## src/wit_pkg.sv

```systemverilog
// Constants and types shared by the watchdog/interval timer channel.
// Assumes one system clock; all users import the whole package.
`default_nettype none
package wit_pkg;
  // Keys carried in the upper byte of a word write
  localparam logic [7:0] KEY_COUNTER = 8'h5A;
  localparam logic [7:0] KEY_STATUS = 8'hA5;
  // Control/status bit positions
  localparam int BIT_FLAG = 7;
  localparam int BIT_MODE = 6;
  localparam int BIT_EN = 5;
  localparam int BIT_SRC = 4;
  localparam int BIT_ACT = 3;
  localparam int BIT_DIV_HI = 2;
  localparam int BIT_DIV_LO = 0;
  localparam int CTL_W = 7;
  // Reset values and counter limits
  localparam logic [6:0] CTL_RESET = 7'h00;
  localparam logic [7:0] COUNT_RESET = 8'h00;
  localparam logic [7:0] COUNT_MAX = 8'hFF;
  localparam logic [7:0] COUNT_ONE = 8'h01;
  // Internal reset length and pin pulse length, both in system clocks
  localparam int INT_RST_CLKS = 518;
  localparam int RST_OUT_CLKS = 132;
  localparam int RST_CNT_W = 10;
  // Prescaler widths: main reaches /131072, sub reaches /256
  localparam int MAIN_PRE_W = 17;
  localparam int SUB_PRE_W = 8;
  typedef enum logic [1:0] {WIT_IDLE, WIT_BOTH, WIT_INT_ONLY} wit_pulse_state_t;
  // Main prescaler bit whose rising edge gives the chosen divisor
  function automatic logic [4:0] wit_main_tap(input logic [2:0] sel);
    case (sel)
      3'h0: wit_main_tap = 5'h00;
      3'h1: wit_main_tap = 5'h05;
      3'h2: wit_main_tap = 5'h06;
      3'h3: wit_main_tap = 5'h08;
      3'h4: wit_main_tap = 5'h0A;
      3'h5: wit_main_tap = 5'h0C;
      3'h6: wit_main_tap = 5'h0E;
      default: wit_main_tap = 5'h10;
    endcase
  endfunction
endpackage
`default_nettype wire

```

## src/wit_ctl_if.sv

```systemverilog
// Carrier between the channel core, its prescaler and its reset pulser.
// Assumes all three sit on the same system clock.
`default_nettype none
interface wit_ctl_if;
  logic src_sel;
  logic [2:0] div_sel;
  logic tick;
  logic start;
  logic int_rst;
  logic rst_out_n;
  modport pre (input src_sel, input div_sel, output tick);
  modport pulse (input start, output int_rst, output rst_out_n);
  modport core (output src_sel, output div_sel, output start,
    input tick, input int_rst, input rst_out_n);
endinterface
`default_nettype wire

```

## src/wit_channel_top.sv

```systemverilog
// Watchdog / interval timer channel: keyed word writes, 8-bit counter,
// overflow flag, watchdog reset or NMI, interval interrupt.
// Assumes a synchronous processor bus with a one-cycle write strobe and
// that the chip routes chip_reset_o to the reset vector logic.
`default_nettype none

// Function
// - Counter wrap from FF to 00 sets the wrap flag.
// - Watchdog internal reset clears the wrap flag by itself.
// - Flag clears by reading it as 1, then writing 0.
// - Writing count_enable as 0 also clears the wrap flag.
// - Writing 1 to the wrap flag does nothing.
// - Bit 6 picks interval (0) or watchdog (1) mode; resets to 0.
// - Counter runs while bit 5 is 1; clearing it zeroes the counter.
// - Bit 4 picks main (0) or sub-clock (1) prescaler.
// - Bit 3 picks NMI (0) or internal reset (1) on watchdog overflow.
// - Main divisors 2,64,128,512,2048,8192,32768,131072 by code.
// - Sub divisors 2,4,8,16,32,64,128,256 by code.
// - Watchdog mode and enabled: overflow fires reset or NMI.
// - Internal reset lasts 518 clocks, reset-out low 132 clocks.
// - NMI option raises NMI and leaves reset-out high.
// - Reset source flag: external reset wins and sets it to 1.
// - Interval interrupt asserts in the cycle the flag sets.
// - Flag sets; internal reset and reset-out low start together.
// - Counter is an 8-bit readable and writable up-counter.
// - Shared write address, word writes keyed 5A/A5; bytes ignored.
// - Counter write beats a same-cycle increment.
module wit_channel_top
  import wit_pkg::*;
#(
  parameter int COUNT_W = 8
)
(
  input wire logic sys_clk_i,
  input wire logic sys_rst_i,
  input wire logic sub_clk_i,
  input wire logic bus_wr_i,
  input wire logic bus_word_i,
  input wire logic [15:0] bus_wdata_i,
  input wire logic bus_rd_i,
  input wire logic bus_rsel_i,
  input wire logic external_reset_n_i,
  output logic [7:0] bus_rdata_o,
  output logic interval_irq_o,
  output logic wdt_nmi_o,
  output logic chip_reset_o,
  output logic reset_out_n_o,
  output logic reset_source_flag_o
);
  wit_ctl_if ctl ();

  logic [CTL_W-1:0] ctl_r;
  logic [CTL_W-1:0] ctl_nxt;
  logic [COUNT_W-1:0] count_r;
  logic [COUNT_W-1:0] count_nxt;
  logic flag_r;
  logic flag_nxt;
  logic armed_r;
  logic armed_nxt;
  logic nmi_r;
  logic [7:0] rdata_r;
  logic [7:0] rdata_nxt;
  logic src_flag_r;
  logic src_flag_nxt;

  wire logic mode_guard;
  wire logic cnt_en;
  wire logic act_reset;
  wire logic wr_word;
  wire logic cnt_wr;
  wire logic st_wr;
  wire logic st_rd;
  wire logic chip_rst;
  wire logic wrap;
  wire logic guard_hit;
  wire logic rd_clr;
  wire logic tme_clr;
  wire logic [7:0] wdata_lo;
  wire logic [7:0] status_view;

  // Control field decode
  assign mode_guard = ctl_r[BIT_MODE];
  assign cnt_en = ctl_r[BIT_EN];
  assign act_reset = ctl_r[BIT_ACT];
  assign ctl.src_sel = ctl_r[BIT_SRC];
  assign ctl.div_sel = ctl_r[BIT_DIV_HI:BIT_DIV_LO];
  assign chip_rst = ctl.int_rst;

  // Keyed write decode; byte writes never match so they are dropped
  assign wdata_lo = bus_wdata_i[7:0];
  assign wr_word = bus_wr_i & bus_word_i;
  assign cnt_wr = wr_word & (bus_wdata_i[15:8] == KEY_COUNTER);
  assign st_wr = wr_word & (bus_wdata_i[15:8] == KEY_STATUS);
  assign st_rd = bus_rd_i & ~bus_rsel_i;

  // Overflow detection; a same-cycle counter write hides the wrap
  assign wrap = cnt_en & ctl.tick & ~cnt_wr & ~chip_rst &
    (count_r == COUNT_MAX);
  assign guard_hit = wrap & mode_guard;
  assign ctl.start = guard_hit & act_reset;

  // Flag clear terms
  assign rd_clr = st_wr & ~bus_wdata_i[BIT_FLAG] & armed_r;
  assign tme_clr = st_wr & ~bus_wdata_i[BIT_EN];
  assign status_view = {flag_r, ctl_r};

  // Next control value; the internal reset returns it to defaults
  always_comb
  begin
    ctl_nxt = ctl_r;
    if (chip_rst)
      ctl_nxt = CTL_RESET;
    else if (st_wr)
      ctl_nxt = bus_wdata_i[CTL_W-1:0];
  end

  // Counter: stop-and-zero, then write, then increment
  always_comb
  begin
    count_nxt = count_r;
    if (chip_rst || !cnt_en)
      count_nxt = COUNT_RESET;
    else if (cnt_wr)
      count_nxt = wdata_lo;
    else if (ctl.tick)
      count_nxt = count_r + COUNT_ONE;
  end

  // Flag: a wrap in the clearing cycle still sets it
  always_comb
  begin
    flag_nxt = flag_r;
    if (rd_clr || tme_clr || chip_rst)
      flag_nxt = 1'b0;
    if (wrap)
      flag_nxt = 1'b1;
  end

  // Read arming: only a read that saw the flag set permits a clear
  always_comb
  begin
    armed_nxt = armed_r;
    if (chip_rst || st_wr || !flag_r)
      armed_nxt = 1'b0;
    else if (st_rd)
      armed_nxt = 1'b1;
  end

  // Read data, registered one cycle after the strobe
  always_comb
  begin
    rdata_nxt = rdata_r;
    if (bus_rd_i)
      rdata_nxt = bus_rsel_i ? count_r : status_view;
  end

  // Reset source: the external pin wins over a same-cycle watchdog reset
  always_comb
  begin
    src_flag_nxt = src_flag_r;
    if (!external_reset_n_i)
      src_flag_nxt = 1'b1;
    else if (ctl.start)
      src_flag_nxt = 1'b0;
  end

  always_ff @(posedge sys_clk_i)
  begin
    if (sys_rst_i)
    begin
      ctl_r <= CTL_RESET;
      count_r <= COUNT_RESET;
      flag_r <= 1'b0;
      armed_r <= 1'b0;
      rdata_r <= COUNT_RESET;
    end
    else
    begin
      ctl_r <= ctl_nxt;
      count_r <= count_nxt;
      flag_r <= flag_nxt;
      armed_r <= armed_nxt;
      rdata_r <= rdata_nxt;
    end
  end

  // NMI pulse and source flag; system reset counts as an external one
  always_ff @(posedge sys_clk_i)
  begin
    if (sys_rst_i)
    begin
      nmi_r <= 1'b0;
      src_flag_r <= 1'b1;
    end
    else
    begin
      nmi_r <= guard_hit & ~act_reset;
      src_flag_r <= src_flag_nxt;
    end
  end

  // Prescaler and reset pulser
  wit_prescaler u_pre (
    .sys_clk_i(sys_clk_i),
    .sys_rst_i(sys_rst_i),
    .sub_clk_i(sub_clk_i),
    .ctl(ctl.pre)
  );

  wit_reset_pulse u_pulse (
    .sys_clk_i(sys_clk_i),
    .sys_rst_i(sys_rst_i),
    .ctl(ctl.pulse)
  );

  // Outputs; interrupt follows the flag directly so it rises with it
  assign interval_irq_o = flag_r & ~mode_guard;
  assign wdt_nmi_o = nmi_r;
  assign chip_reset_o = chip_rst;
  assign reset_out_n_o = ctl.rst_out_n;
  assign reset_source_flag_o = src_flag_r;
  assign bus_rdata_o = rdata_r;
endmodule
`default_nettype wire

```

## src/wit_prescaler.sv

```systemverilog
// Main and sub-clock prescalers with tap selection, one tick per divided edge.
// Assumes sub_clk_i is already synchronous to sys_clk_i.
`default_nettype none
module wit_prescaler
  import wit_pkg::*;
#(
  parameter int MAIN_W = MAIN_PRE_W,
  parameter int SUB_W = SUB_PRE_W
)
(
  input wire logic sys_clk_i,
  input wire logic sys_rst_i,
  input wire logic sub_clk_i,
  wit_ctl_if.pre ctl
);
  logic [MAIN_W-1:0] main_cnt_r;
  logic [SUB_W-1:0] sub_cnt_r;
  logic sub_prev_r;
  logic tap_prev_r;
  wire logic sub_edge;
  wire logic tap_main;
  wire logic tap_sub;
  wire logic tap_now;
  logic [3:0] sel_prev_r;
  wire logic [3:0] sel_now;
  wire logic sel_same;

  // Tap selection; after a selection change the old and new taps are
  // different divider bits, so that one cycle gives no tick
  assign sel_now = {ctl.src_sel, ctl.div_sel};
  assign sel_same = (sel_now == sel_prev_r);
  assign sub_edge = sub_clk_i & ~sub_prev_r;
  assign tap_main = main_cnt_r[wit_main_tap(ctl.div_sel)];
  assign tap_sub = sub_cnt_r[ctl.div_sel];
  assign tap_now = ctl.src_sel ? tap_sub : tap_main;
  assign ctl.tick = tap_now & ~tap_prev_r & sel_same;

  // Free-running dividers, sub divider advances on sub-clock edges
  always_ff @(posedge sys_clk_i)
  begin
    if (sys_rst_i)
    begin
      main_cnt_r <= '0;
      sub_cnt_r <= '0;
      sub_prev_r <= 1'b0;
      tap_prev_r <= 1'b0;
      sel_prev_r <= '0;
    end
    else
    begin
      main_cnt_r <= main_cnt_r + 1'b1;
      sub_cnt_r <= sub_edge ? sub_cnt_r + 1'b1 : sub_cnt_r;
      sub_prev_r <= sub_clk_i;
      tap_prev_r <= tap_now;
      sel_prev_r <= sel_now;
    end
  end
endmodule
`default_nettype wire

```

## src/wit_reset_pulse.sv

```systemverilog
// Timed internal reset and reset-out pin pulse after a watchdog overflow.
// Assumes the pulser itself is not cleared by the reset it produces.
`default_nettype none
module wit_reset_pulse
  import wit_pkg::*;
#(
  parameter int INT_CLKS = INT_RST_CLKS,
  parameter int OUT_CLKS = RST_OUT_CLKS
)
(
  input wire logic sys_clk_i,
  input wire logic sys_rst_i,
  wit_ctl_if.pulse ctl
);
  localparam logic [RST_CNT_W-1:0] INT_LAST = RST_CNT_W'(INT_CLKS);
  localparam logic [RST_CNT_W-1:0] OUT_LAST = RST_CNT_W'(OUT_CLKS);
  localparam logic [RST_CNT_W-1:0] CNT_ONE = RST_CNT_W'(1);
  wit_pulse_state_t state_r;
  wit_pulse_state_t state_nxt;
  logic [RST_CNT_W-1:0] cnt_r;
  logic [RST_CNT_W-1:0] cnt_nxt;

  // Both lines start together; the pin releases first
  assign ctl.int_rst = (state_r != WIT_IDLE);
  assign ctl.rst_out_n = (state_r != WIT_BOTH);

  // Sequencer: counts active cycles from one
  always_comb
  begin
    state_nxt = state_r;
    cnt_nxt = cnt_r + CNT_ONE;
    case (state_r)
      WIT_IDLE:
      begin
        cnt_nxt = CNT_ONE;
        if (ctl.start)
          state_nxt = WIT_BOTH;
      end
      WIT_BOTH:
        if (cnt_r == OUT_LAST)
          state_nxt = WIT_INT_ONLY;
      WIT_INT_ONLY:
        if (cnt_r == INT_LAST)
          state_nxt = WIT_IDLE;
      default:
        state_nxt = WIT_IDLE;
    endcase
  end

  always_ff @(posedge sys_clk_i)
  begin
    if (sys_rst_i)
    begin
      state_r <= WIT_IDLE;
      cnt_r <= CNT_ONE;
    end
    else
    begin
      state_r <= state_nxt;
      cnt_r <= cnt_nxt;
    end
  end
endmodule
`default_nettype wire

```

## config.mk

```make
export PLATFORM = sky130hd
export DESIGN_NAME = wit_channel_top
export DESIGN_NICKNAME = d
export VERILOG_FILES = /design/src/wit_pkg.sv /design/src/wit_ctl_if.sv /design/src/wit_channel_top.sv /design/src/wit_prescaler.sv /design/src/wit_reset_pulse.sv
export SDC_FILE = /design/constraint.sdc
export NUM_CORES = 1
export LEC_CHECK = 0
export BUFFER_PORTS_ARGS = -buffer_cell sky130_fd_sc_hd__buf_4
export CAP_MARGIN = 15
export CORE_ASPECT_RATIO = 0.8
export CORE_MARGIN = 1
export CORE_UTILIZATION = 58
export CTS_CLUSTER_DIAMETER = 200
export DETAILED_ROUTE_END_ITERATION = 12
export MAX_ROUTING_LAYER = met4
export PLACE_DENSITY_LB_ADDON = 0.3
export SYNTH_ARGS = -nofsm -noshare
export SYNTH_HDL_FRONTEND = slang
export SYNTH_HIERARCHICAL = 1
export SYNTH_SLANG_ARGS = --single-unit
```

## constraint.sdc

```tcl
create_clock -name sys_clk_i -period 4.7 [get_ports sys_clk_i]
set_input_delay 0.705 -clock sys_clk_i [delete_from_list [all_inputs] [get_ports sys_clk_i]]
set_output_delay 0.705 -clock sys_clk_i [all_outputs]
set_load 0.05 [all_outputs]
```

==> results of run 1 <==
per-layer routing:
metal  GRT usage  vias up  wire (um)  share of wire
met2       0.370       74       2990           0.46
li1            -     1335          -              -
met1       0.308     1236       3070           0.47
met5           -        -          0              0
met4      0.0444        0         58         0.0089
met3      0.0862        6        358          0.055
logic make-up after synthesis:
logic type / Yosys count / synth area share
and+or+nand+nor: 154 / 0.266
DFF: 70 / 0.431
AOI/OAI and AO/OA: 49 / 0.0984
xor gates and xnor gates: 31 / 0.0834
buffers and inverters: 23 / 0.0277
muxes: 23 / 0.0711
adders and majority gates: 6 / 0.0231
registers in the layout, indices dropped and copies added, names as in the netlist:
name / count
armed_r: 1
bus_rdata_o: 8
count_r: 8
ctl_r: 7
flag_r: 1
reset_source_flag_o: 1
u_pre/main_cnt_r: 17
u_pre/sel_prev_r: 4
u_pre/sub_cnt_r: 8
u_pre/sub_prev_r: 1
u_pre/tap_prev_r: 1
u_pulse/cnt_r: 10
u_pulse/state_r: 2
wdt_nmi_o: 1
worst min-delay path by stage:
stage | slack, ps | cells after the start | end
after global placement | 450 | 1 | u_pulse/cnt_r[0]
after floorplan | 420 | 1 | u_pulse/cnt_r[0]
final | 470 | 1 | u_pulse/cnt_r[0]
after global routing | 500 | 1 | u_pulse/cnt_r[0]
after detailed placement | 460 | 1 | u_pulse/cnt_r[0]
after CTS | 470 | 1 | u_pulse/cnt_r[0]
Yosys cell counts (6+ instances only):
library cell | count | share of area
nor2_1 | 51 | 0.059
a21oi_1 | 12 | 0.018
a211oi_1 | 16 | 0.037
nand4_1 | 13 | 0.025
ha_1 | 6 | 0.023
nor2b_1 | 14 | 0.027
xnor2_1 | 10 | 0.027
mux2i_1 | 22 | 0.068
o21ai_0 | 11 | 0.017
dfxtp_1 | 70 | 0.43
nand2_1 | 18 | 0.021
xor2_1 | 21 | 0.057
clkbuf_1 | 9 | 0.010
nand3_1 | 9 | 0.014
inv_1 | 9 | 0.010
power by group through the flow:
stage	Sequential [mW]	Combinational [mW]	Clock [mW]
after global routing	0.608	0.0771	0.577
after floorplan	0.631	0.0315	0
after detailed placement	0.621	0.0709	0
after global placement	0.621	0.0698	0
after CTS	0.607	0.0714	0.550
final	0.608	0.0710	0.539
final cells by class:
cell class | count | area [sq um] | area share
clock buffers | 12 | 155 | 0.0408
clock inverters | 3 | 67.6 | 0.0178
inverters | 9 | 33.8 | 0.00888
multi-input cells | 263 | 1760 | 0.463
flip-flops and latches | 70 | 1400 | 0.368
well taps | 78 | 97.6 | 0.0257
repair buffers | 38 | 285 | 0.0750
metrics by stage:
| step | area [sq um] | hold slack [ps] | setup slack, ps | utilization | power (mW) |
|---|---|---|---|---|---|
| 2_1_floorplan | 3250 | 423 | 1950 | - | 0.663 |
| 3_3_place_gp | 3580 | 453 | 2230 | 0.659 | 0.690 |
| 3_5_place_dp | 3580 | 456 | 2130 | 0.659 | 0.692 |
| 4_1_cts | 3800 | 475 | 2020 | 0.700 | 1.23 |
| 5_1_grt | 3800 | 500 | 1690 | 0.700 | 1.26 |
| 6_report | 3800 | 471 | 1910 | 0.700 | 1.22 |
critical path, delay by kind of cell, from the launching register on:
| family | cells | cell delay, ps |
|---|---|---|
| compound gates | 2 | 300 |
| buf+inv | 1 | 200 |
| flops | 1 | 740 |
| simple gates | 7 | 1480 |
==> results.ini, run 1 <==
[finish]
antenna_cells=0
finalNetCount=421
instances_no_fill=473
drive_gt1_frac=0.162
final_cell_mix=dfxtp_1 (70), nor2_1 (51), buf_4 (38), mux2i_1 (22), xor2_1 (21)
layout_commonest_cell=dfxtp_1
fill_cells=443
syn_to_final_growth_pct=16.9

[timing]
min_period_ps=2790
relSlewSlack=0.563
setup_tns_ps=0
fin_skew_ps=10.2
setup_viol=0
rsz0062_at_grt=false
worst_slew_pin_slew_ps=655
hold_violations=0
fin_crit_sh=0.593
maxSlewViolCount=0
fmax_mhz=359

[cts]
clock_latency_ps=350
htree_levels=3
cts_resized=0
clk_path_buf_depth=2
cts_hold_buf=0
clk_pin_slew_ps=70
post-cts-setup-buffers=0
numCtsBuffers=9
cts_tree=built
cts-root-buf=clkbuf_8
clkSinkCount=70

[floorplan]
dieArea_sq_um=5920
initial_utilization=0.599
die_w_um=85.8
std_cell_rows=24
ios=37
die_y_um=69
core_area_sq_um=5440

[hold_path]
hp-class=flip-flop to flip-flop
hp-start=u_pulse/cnt_r[0]

[drt]
via_count=2651
totalWireLength_um=6480
postRouteAntennaNets=0
dr.pass1.iters=4
drtIter0Drc=142
drc=0
routedWlPerCell_um=13.7
vias_per_cell=5.60

[pwr]
pwr-share-clk=0.443
internal-power_mw=0.957
p_per_area_nw_per_um2=320
leakage_nw=1.48
power.switching_mw=0.260
seqPwrFrac=0.499
peakVddDrop_uv=237
p_sw_frac=0.214
combinationalPowerShare=0.058

[logic_synthesis]
syn_area_sq_um=3250
synth_cell_types=48
async_flop_share=0
syn_area_per_cell_sq_um=9.14
synth-edff-count=0
syn_inst=356
syn-num-nets=386
synth-main-ff-cell=dfxtp_1
yosysSeqAreaShare=0.431
synth-seq-cells=70
yosysWarnings=6

[critical_path]
crit_end=u_pulse/state_r[0]
cpMaxStageDelayCell=dfxtp_1
end_kind=flip-flop
required_ps=4990
setup.reg_to_reg.worst_slack_ps=1910
crit_arrival_ps=3080
rr_worst_depth=10
cp_max_fo=16
reg2reg_to=u_pulse/state_r[0]
worstReg2RegStart=ctl_r[1]
crit_start=ctl_r[1]
start_kind=flip-flop
slowest_delay_ps=740
critPathKind=flip-flop to flip-flop
cp_cell_sequence=nor4b_1, a31oi_1, a21oi_1, nor4_1, buf_4, nand4_4, nor4b_1, nor2_1, nor3_1, nor2b_1
path_common_cell=nor4b_1

[grt]
grt_first_pass_wirelength_um=10900
grt_pass1_vias=2336
grt-ovfl-total=0
grt_max_degree=49
grt.total_usage=0.240
antenna_found_initial=0

[placement]
hpwl_um=4530
gp_congestion=0.815
dp.cells=458
io_buffers=36

[status]
status=finished clean

[run]
cap_violations=0

Note: power is estimated with default switching activity, not from simulation.
==> run 2: changes to the inputs <==
clock period = 2.6 ns   (was 4.7 ns; I/O delays follow)
==> run 2 against run 1 <==
Sequential power rose by 81%. Power rose by 83%. Clock-buffer cell count rose by 1. Combinational power rose by 87%. Routed wire length rose by 2.1%. Largest cell class unchanged. Largest power group unchanged.
==> results.ini, run 2 (same netlist as run 1, synthesis figures left out) <==
[status]
status=finished clean

[cts]
clkSinkCount=70  ; unchanged
clock_latency_ps=340  ; about the same
htree_levels=3  ; unchanged
clk_path_buf_depth=2  ; unchanged
post-cts-setup-buffers=0  ; unchanged
clk_pin_slew_ps=70  ; about the same
numCtsBuffers=9  ; unchanged
cts_tree=built
cts-root-buf=clkbuf_8

[critical_path]
required_ps=2890  ; -2100 ps
cp_max_fo=16  ; unchanged
cpMaxStageDelayCell=dfxtp_4
cp_top_family=simple AND/OR/NAND/NOR gates
cp.depth=9  ; -1
worstReg2RegStart=ctl_r[1]
crit_start=ctl_r[1]
cp_cell_sequence=nor2b_1, o21ai_0, a221oi_1, nor4_4, nand4_4, nor4b_1, nor2_1, nor3_1, nor2b_1
path_buf_inv=0  ; -1
path_common_cell=nor2b_1
rr_worst_depth=9  ; -1
slowest_delay_ps=410  ; -330 ps
start_kind=flip-flop
crit_arrival_ps=2540  ; -540 ps
critPathKind=flip-flop to flip-flop
end_kind=flip-flop

[floorplan]
die_y_um=69  ; unchanged
core_area_sq_um=5440  ; unchanged
std_cell_rows=24  ; unchanged
initial_utilization=0.599  ; unchanged
die_w_um=85.8  ; unchanged
dieArea_sq_um=5920  ; unchanged
ios=37  ; unchanged

[drt]
drtIter0Drc=92  ; -35%
dr.pass1.iters=4  ; unchanged
via_count=2666  ; +0.57%
postRouteAntennaNets=0  ; unchanged
totalWireLength_um=6620  ; +2.1%
drc=0  ; unchanged
routedWlPerCell_um=13.9  ; +1.7%
vias_per_cell=5.61  ; +0.14%

[finish]
syn_to_final_growth_pct=18.1
reg_top3=u_pre/main_cnt_r: 17 flops, u_pulse/cnt_r: 10 flops
finalNetCount=422  ; +0.24%
drive_gt1_frac=0.176  ; +0.0143
fill_cells=432  ; -2.5%
instances_no_fill=475  ; +0.42%
largest_reg_flops=17  ; unchanged
layout_commonest_cell=dfxtp_1
final_cell_mix=dfxtp_1 (67), nor2_1 (51), buf_4 (39), mux2i_1 (22), xor2_1 (21)
top_register=u_pre/main_cnt_r
antenna_cells=0  ; unchanged
fin_util=0.707  ; +0.00737

[timing]
fmax_mhz=445  ; +24%
fin_crit_sh=0.865  ; +0.272
relSlewSlack=0.622  ; +0.0591
setup_ws_ps=352  ; -1560 ps
hold_violations=0  ; unchanged
min_period_ps=2250  ; -540 ps
rsz0062_at_grt=false
setup_tns_ps=0  ; unchanged
fin_skew_ps=7.34  ; -2.91 ps
setup_viol=0  ; unchanged
worst_slew_pin_slew_ps=566  ; -88.9 ps
maxSlewViolCount=0  ; unchanged

[grt]
grt_max_degree=49  ; unchanged
antenna_found_initial=0  ; unchanged
grt.total_usage=0.254  ; +0.0133
grt_pass1_vias=2537  ; +8.6%
grt-ovfl-total=0  ; unchanged
grt_first_pass_wirelength_um=11400  ; +5.2%

[placement]
gp_congestion=0.859  ; +5.3%
hpwl_um=4620  ; +2.0%
dp_slack_ps=52.0  ; -2080 ps
io_buffers=36  ; unchanged
dp.cells=459  ; +0.22%

[pwr]
peakVddDrop_uv=370  ; +56%
p_per_area_nw_per_um2=581  ; +81%
leakage_nw=1.50  ; +1.4%

[run]
cap_violations=0  ; unchanged

[hold_path]
hp-start=sub_clk_i
hp-class=input pin to flip-flop
worstHoldPathCells=2  ; +1

run 2: cell types whose count changed in the layout (fill, tap and decap cells not counted), sizes merged:
cell      before  now
buf           38   39
clkbuf        12   13
clkinv         0    1
clkinvlp       1    0
run 2: worst reg2reg max path, cell delays in order, from the launching register on:
cell and delay (ps):
dfxtp_4 410, nor2b_1 150, o21ai_0 160, a221oi_1 160, nor4_4 370, nand4_4 150
nor4b_1 390, nor2_1 70, nor3_1 180, nor2b_1 150
run 2: path summary, 6_finish.rpt:
check,end,slack [ps]
worst max-delay path,u_pulse/state_r[0],350
worst min-delay path,u_pre/sub_prev_r,270
worst max register to register,u_pulse/state_r[0],350
worst min register to register,u_pulse/cnt_r[0],470
run 2: power by group:
group / internal, mW / switching (mW) / total (mW)
combinational: 0.0580 / 0.0746 / 0.133
sequential: 1.09 / 0.0118 / 1.10
clock: 0.618 / 0.384 / 1.00
run 2: per-stage QoR:
| stage | hold WS [ps] | instance area, sq um | total power [mW] |
|---|---|---|---|
| floorplan | 423 | 3260 | 1.20 |
| global placement | 447 | 3590 | 1.25 |
| detailed placement | 453 | 3590 | 1.25 |
| CTS | 256 | 3830 | 2.26 |
| global route | 291 | 3840 | 2.31 |
| finish | 272 | 3840 | 2.23 |
run 2: metal layers:
| layer | share of wire | routed length (um) | track usage | vias up |
|---|---|---|---|---|
| met2 | 0.46 | 3040 | 0.379 | 57 |
| li1 | - | - | - | 1348 |
| met3 | 0.056 | 371 | 0.0611 | 12 |
| met5 | 0 | 0 | - | - |
| met4 | 0.017 | 115 | 0.102 | 0 |
| met1 | 0.47 | 3090 | 0.332 | 1249 |
run 2: what timing repair did:
item | in CTS | in global routing
resized for setup | 0 | 5
hold buffers | 0 | 0
endpoints found under the setup margin | 0 | 6
run 2: layout make-up:
cell class	instances	area, sq um	share of cell area
Clock inverter	3	65.1	0.0169
Sequential cell	70	1410	0.366
Inverter	9	33.8	0.00879
Timing Repair Buffer	39	293	0.0762
Multi-Input combinational cell	263	1780	0.463
Clock buffer	13	169	0.0439
Tap cell	78	97.6	0.0254
==> run 3: changes to the inputs <==
CTS_BUF_LIST = sky130_fd_sc_hd__clkbuf_16   (was not set)
HOLD_SLACK_MARGIN = 0.06   (was not set)
==> run 3 against run 2 <==
Fmax down 5.0%. Critical endpoint unchanged. Highest routed layer unchanged. Register-to-register slack worse by 120 ps. Die area stayed put. Final cell count did not move. Cell area is 1.8% higher. Via count fell by 1.1%. Critical path type unchanged. Utilization up 1.3 points. Power rose by 11%. Sequential share of layout area down 0.71 points. Clock skew decreased by 4.0 ps. Global-route usage increased by 0.45 points. Largest cell class unchanged. Routed wire length grew 0.60%.
==> results.ini, run 3 (same netlist as run 1, synthesis figures left out) <==
[pwr]
p_total_mw=2.48  ; +11%
peakVddDrop_uv=417  ; +13%
leakage_nw=1.54  ; +2.2%
p_per_area_nw_per_um2=634  ; +9.2%

[cts]
cts_hold_buf=0  ; unchanged
clkSinkCount=70  ; unchanged
clock_latency_ps=330  ; about the same
numCtsBuffers=9  ; unchanged
htree_levels=3  ; unchanged
cts-root-buf=clkbuf_16
cts_tree=built
clk_path_buf_depth=2  ; unchanged
clk_pin_slew_ps=50  ; -20 ps

[timing]
min_period_ps=2370  ; +117 ps
maxSlewViolCount=0  ; unchanged
hold_violations=0  ; unchanged
worst_hold_slack_ps=286  ; +14.7 ps
relSlewSlack=0.625  ; +0.00328
setup_ws_ps=234  ; -117 ps
worst_slew_pin_slew_ps=561  ; -4.91 ps
setup_viol=0  ; unchanged
fin_crit_sh=0.910  ; +0.0451
fin_skew_ps=3.36  ; -3.97 ps
fmax_mhz=423  ; -5.0%

[critical_path]
start_kind=flip-flop
cp_cell_sequence=nor4b_1, a31oi_1, a21oi_1, nor4_4, nand4_4, nor4b_1, nor2_1, nor3_1, nor2b_1
path_common_cell=nor4b_1
cp_max_fo=16  ; unchanged
end_kind=flip-flop
critPathKind=flip-flop to flip-flop
crit_arrival_ps=2630  ; +90 ps
slowest_delay_ps=530  ; +120 ps
cpMaxStageDelayCell=dfxtp_2
required_ps=2870  ; -20 ps

[drt]
drtIter0Drc=133  ; +45%
totalWireLength_um=6660  ; +0.60%
routedWlPerCell_um=14.0  ; +0.60%
drc=0  ; unchanged
postRouteAntennaNets=0  ; unchanged
via_count=2637  ; -1.1%
dr.pass1.iters=4  ; unchanged
vias_per_cell=5.55  ; -1.1%

[finish]
largest_reg_flops=17  ; unchanged
drive_gt1_frac=0.169  ; -0.00756
finalNetCount=422  ; unchanged
final_cell_mix=dfxtp_1 (67), nor2_1 (51), buf_4 (39), mux2i_1 (22), xor2_1 (21)
syn_to_final_growth_pct=20.2
stdcell_area_sq_um=3910  ; +1.8%
multi_input_area_sq_um=1780  ; unchanged
layout_commonest_cell=dfxtp_1
fill_cells=407  ; -5.8%
ff_latch_area_sq_um=1410  ; -0.18%
antenna_cells=0  ; unchanged
top_register=u_pre/main_cnt_r
instances_no_fill=475  ; unchanged
reg_top3=u_pre/main_cnt_r: 17 flops, u_pulse/cnt_r: 10 flops

[floorplan]
die_y_um=69  ; unchanged
initial_utilization=0.599  ; unchanged
die_w_um=85.8  ; unchanged
std_cell_rows=24  ; unchanged
core_area_sq_um=5440  ; unchanged
dieArea_sq_um=5920  ; unchanged
ios=37  ; unchanged

[grt]
grt_pass1_vias=2549  ; +0.47%
antenna_found_initial=0  ; unchanged
grt.total_usage=0.258  ; +0.00446
grt-ovfl-total=0  ; unchanged
grt_max_degree=49  ; unchanged
grt_first_pass_wirelength_um=11500  ; +0.73%

[status]
status=finished clean

[hold_path]
hp-class=input pin to flip-flop

[placement]
dp.cells=459  ; unchanged
io_buffers=36  ; unchanged
gp_congestion=0.859  ; unchanged
dpl_cell_area_sq_um=3590  ; unchanged
hpwl_um=4620  ; unchanged
dp_slack_ps=52.0  ; unchanged

[run]
cap_violations=0  ; unchanged

-- run 3: area by class of cell --
class	instances	area share
Inverter	9	0.00863
Clock inverter	7	0.0205
Clock buffer	9	0.0576
Multi-Input combinational cell	263	0.454
Sequential cell	70	0.359
Timing Repair Buffer	39	0.0748
Tap cell	78	0.0249
-- run 3: worst paths after layout --
check,startpoint,end,slack (ps),cells past startpoint
max,ctl_r[1],u_pulse/state_r[0],230,9
min,sub_clk_i,u_pre/sub_prev_r,290,2
max reg2reg,ctl_r[1],u_pulse/state_r[0],230,9
min reg2reg,u_pulse/cnt_r[0],u_pulse/cnt_r[0],470,1
-- run 3: worst max-delay path: cells and delay by family, from the launching register on --
kind | cells | cell delay (ps)
compound gates | 2 | 350
flops | 1 | 530
simple gates | 7 | 1440
-- run 3: timing repair --
item	4_1_cts	5_1_grt
setup endpoints to repair	0	5
buffers inserted	0	0
gates resized for setup	0	4
-- run 3: layer usage --
metal / track usage / part of all wire
met1: 0.336 / 0.46
met5: - / 0
met4: 0.0889 / 0.017
met2: 0.392 / 0.46
met3: 0.0647 / 0.061
-- run 3: power by group --
| group | leakage [nW] | internal, mW | switching [mW] |
|---|---|---|---|
| logic | 0.816 | 0.0580 | 0.0747 |
| registers | 0.568 | 1.09 | 0.0115 |
| clock network | 0.153 | 0.823 | 0.425 |
-- run 3: through the flow --
| stage | utilization | TNS [ps] |
|---|---|---|
| 2_1_floorplan | - | 0 |
| 3_3_place_gp | 0.661 | 0 |
| 3_5_place_dp | 0.661 | 0 |
| 4_1_cts | 0.718 | 0 |
| 5_1_grt | 0.720 | -48.6 |
| 6_report | 0.720 | 0 |
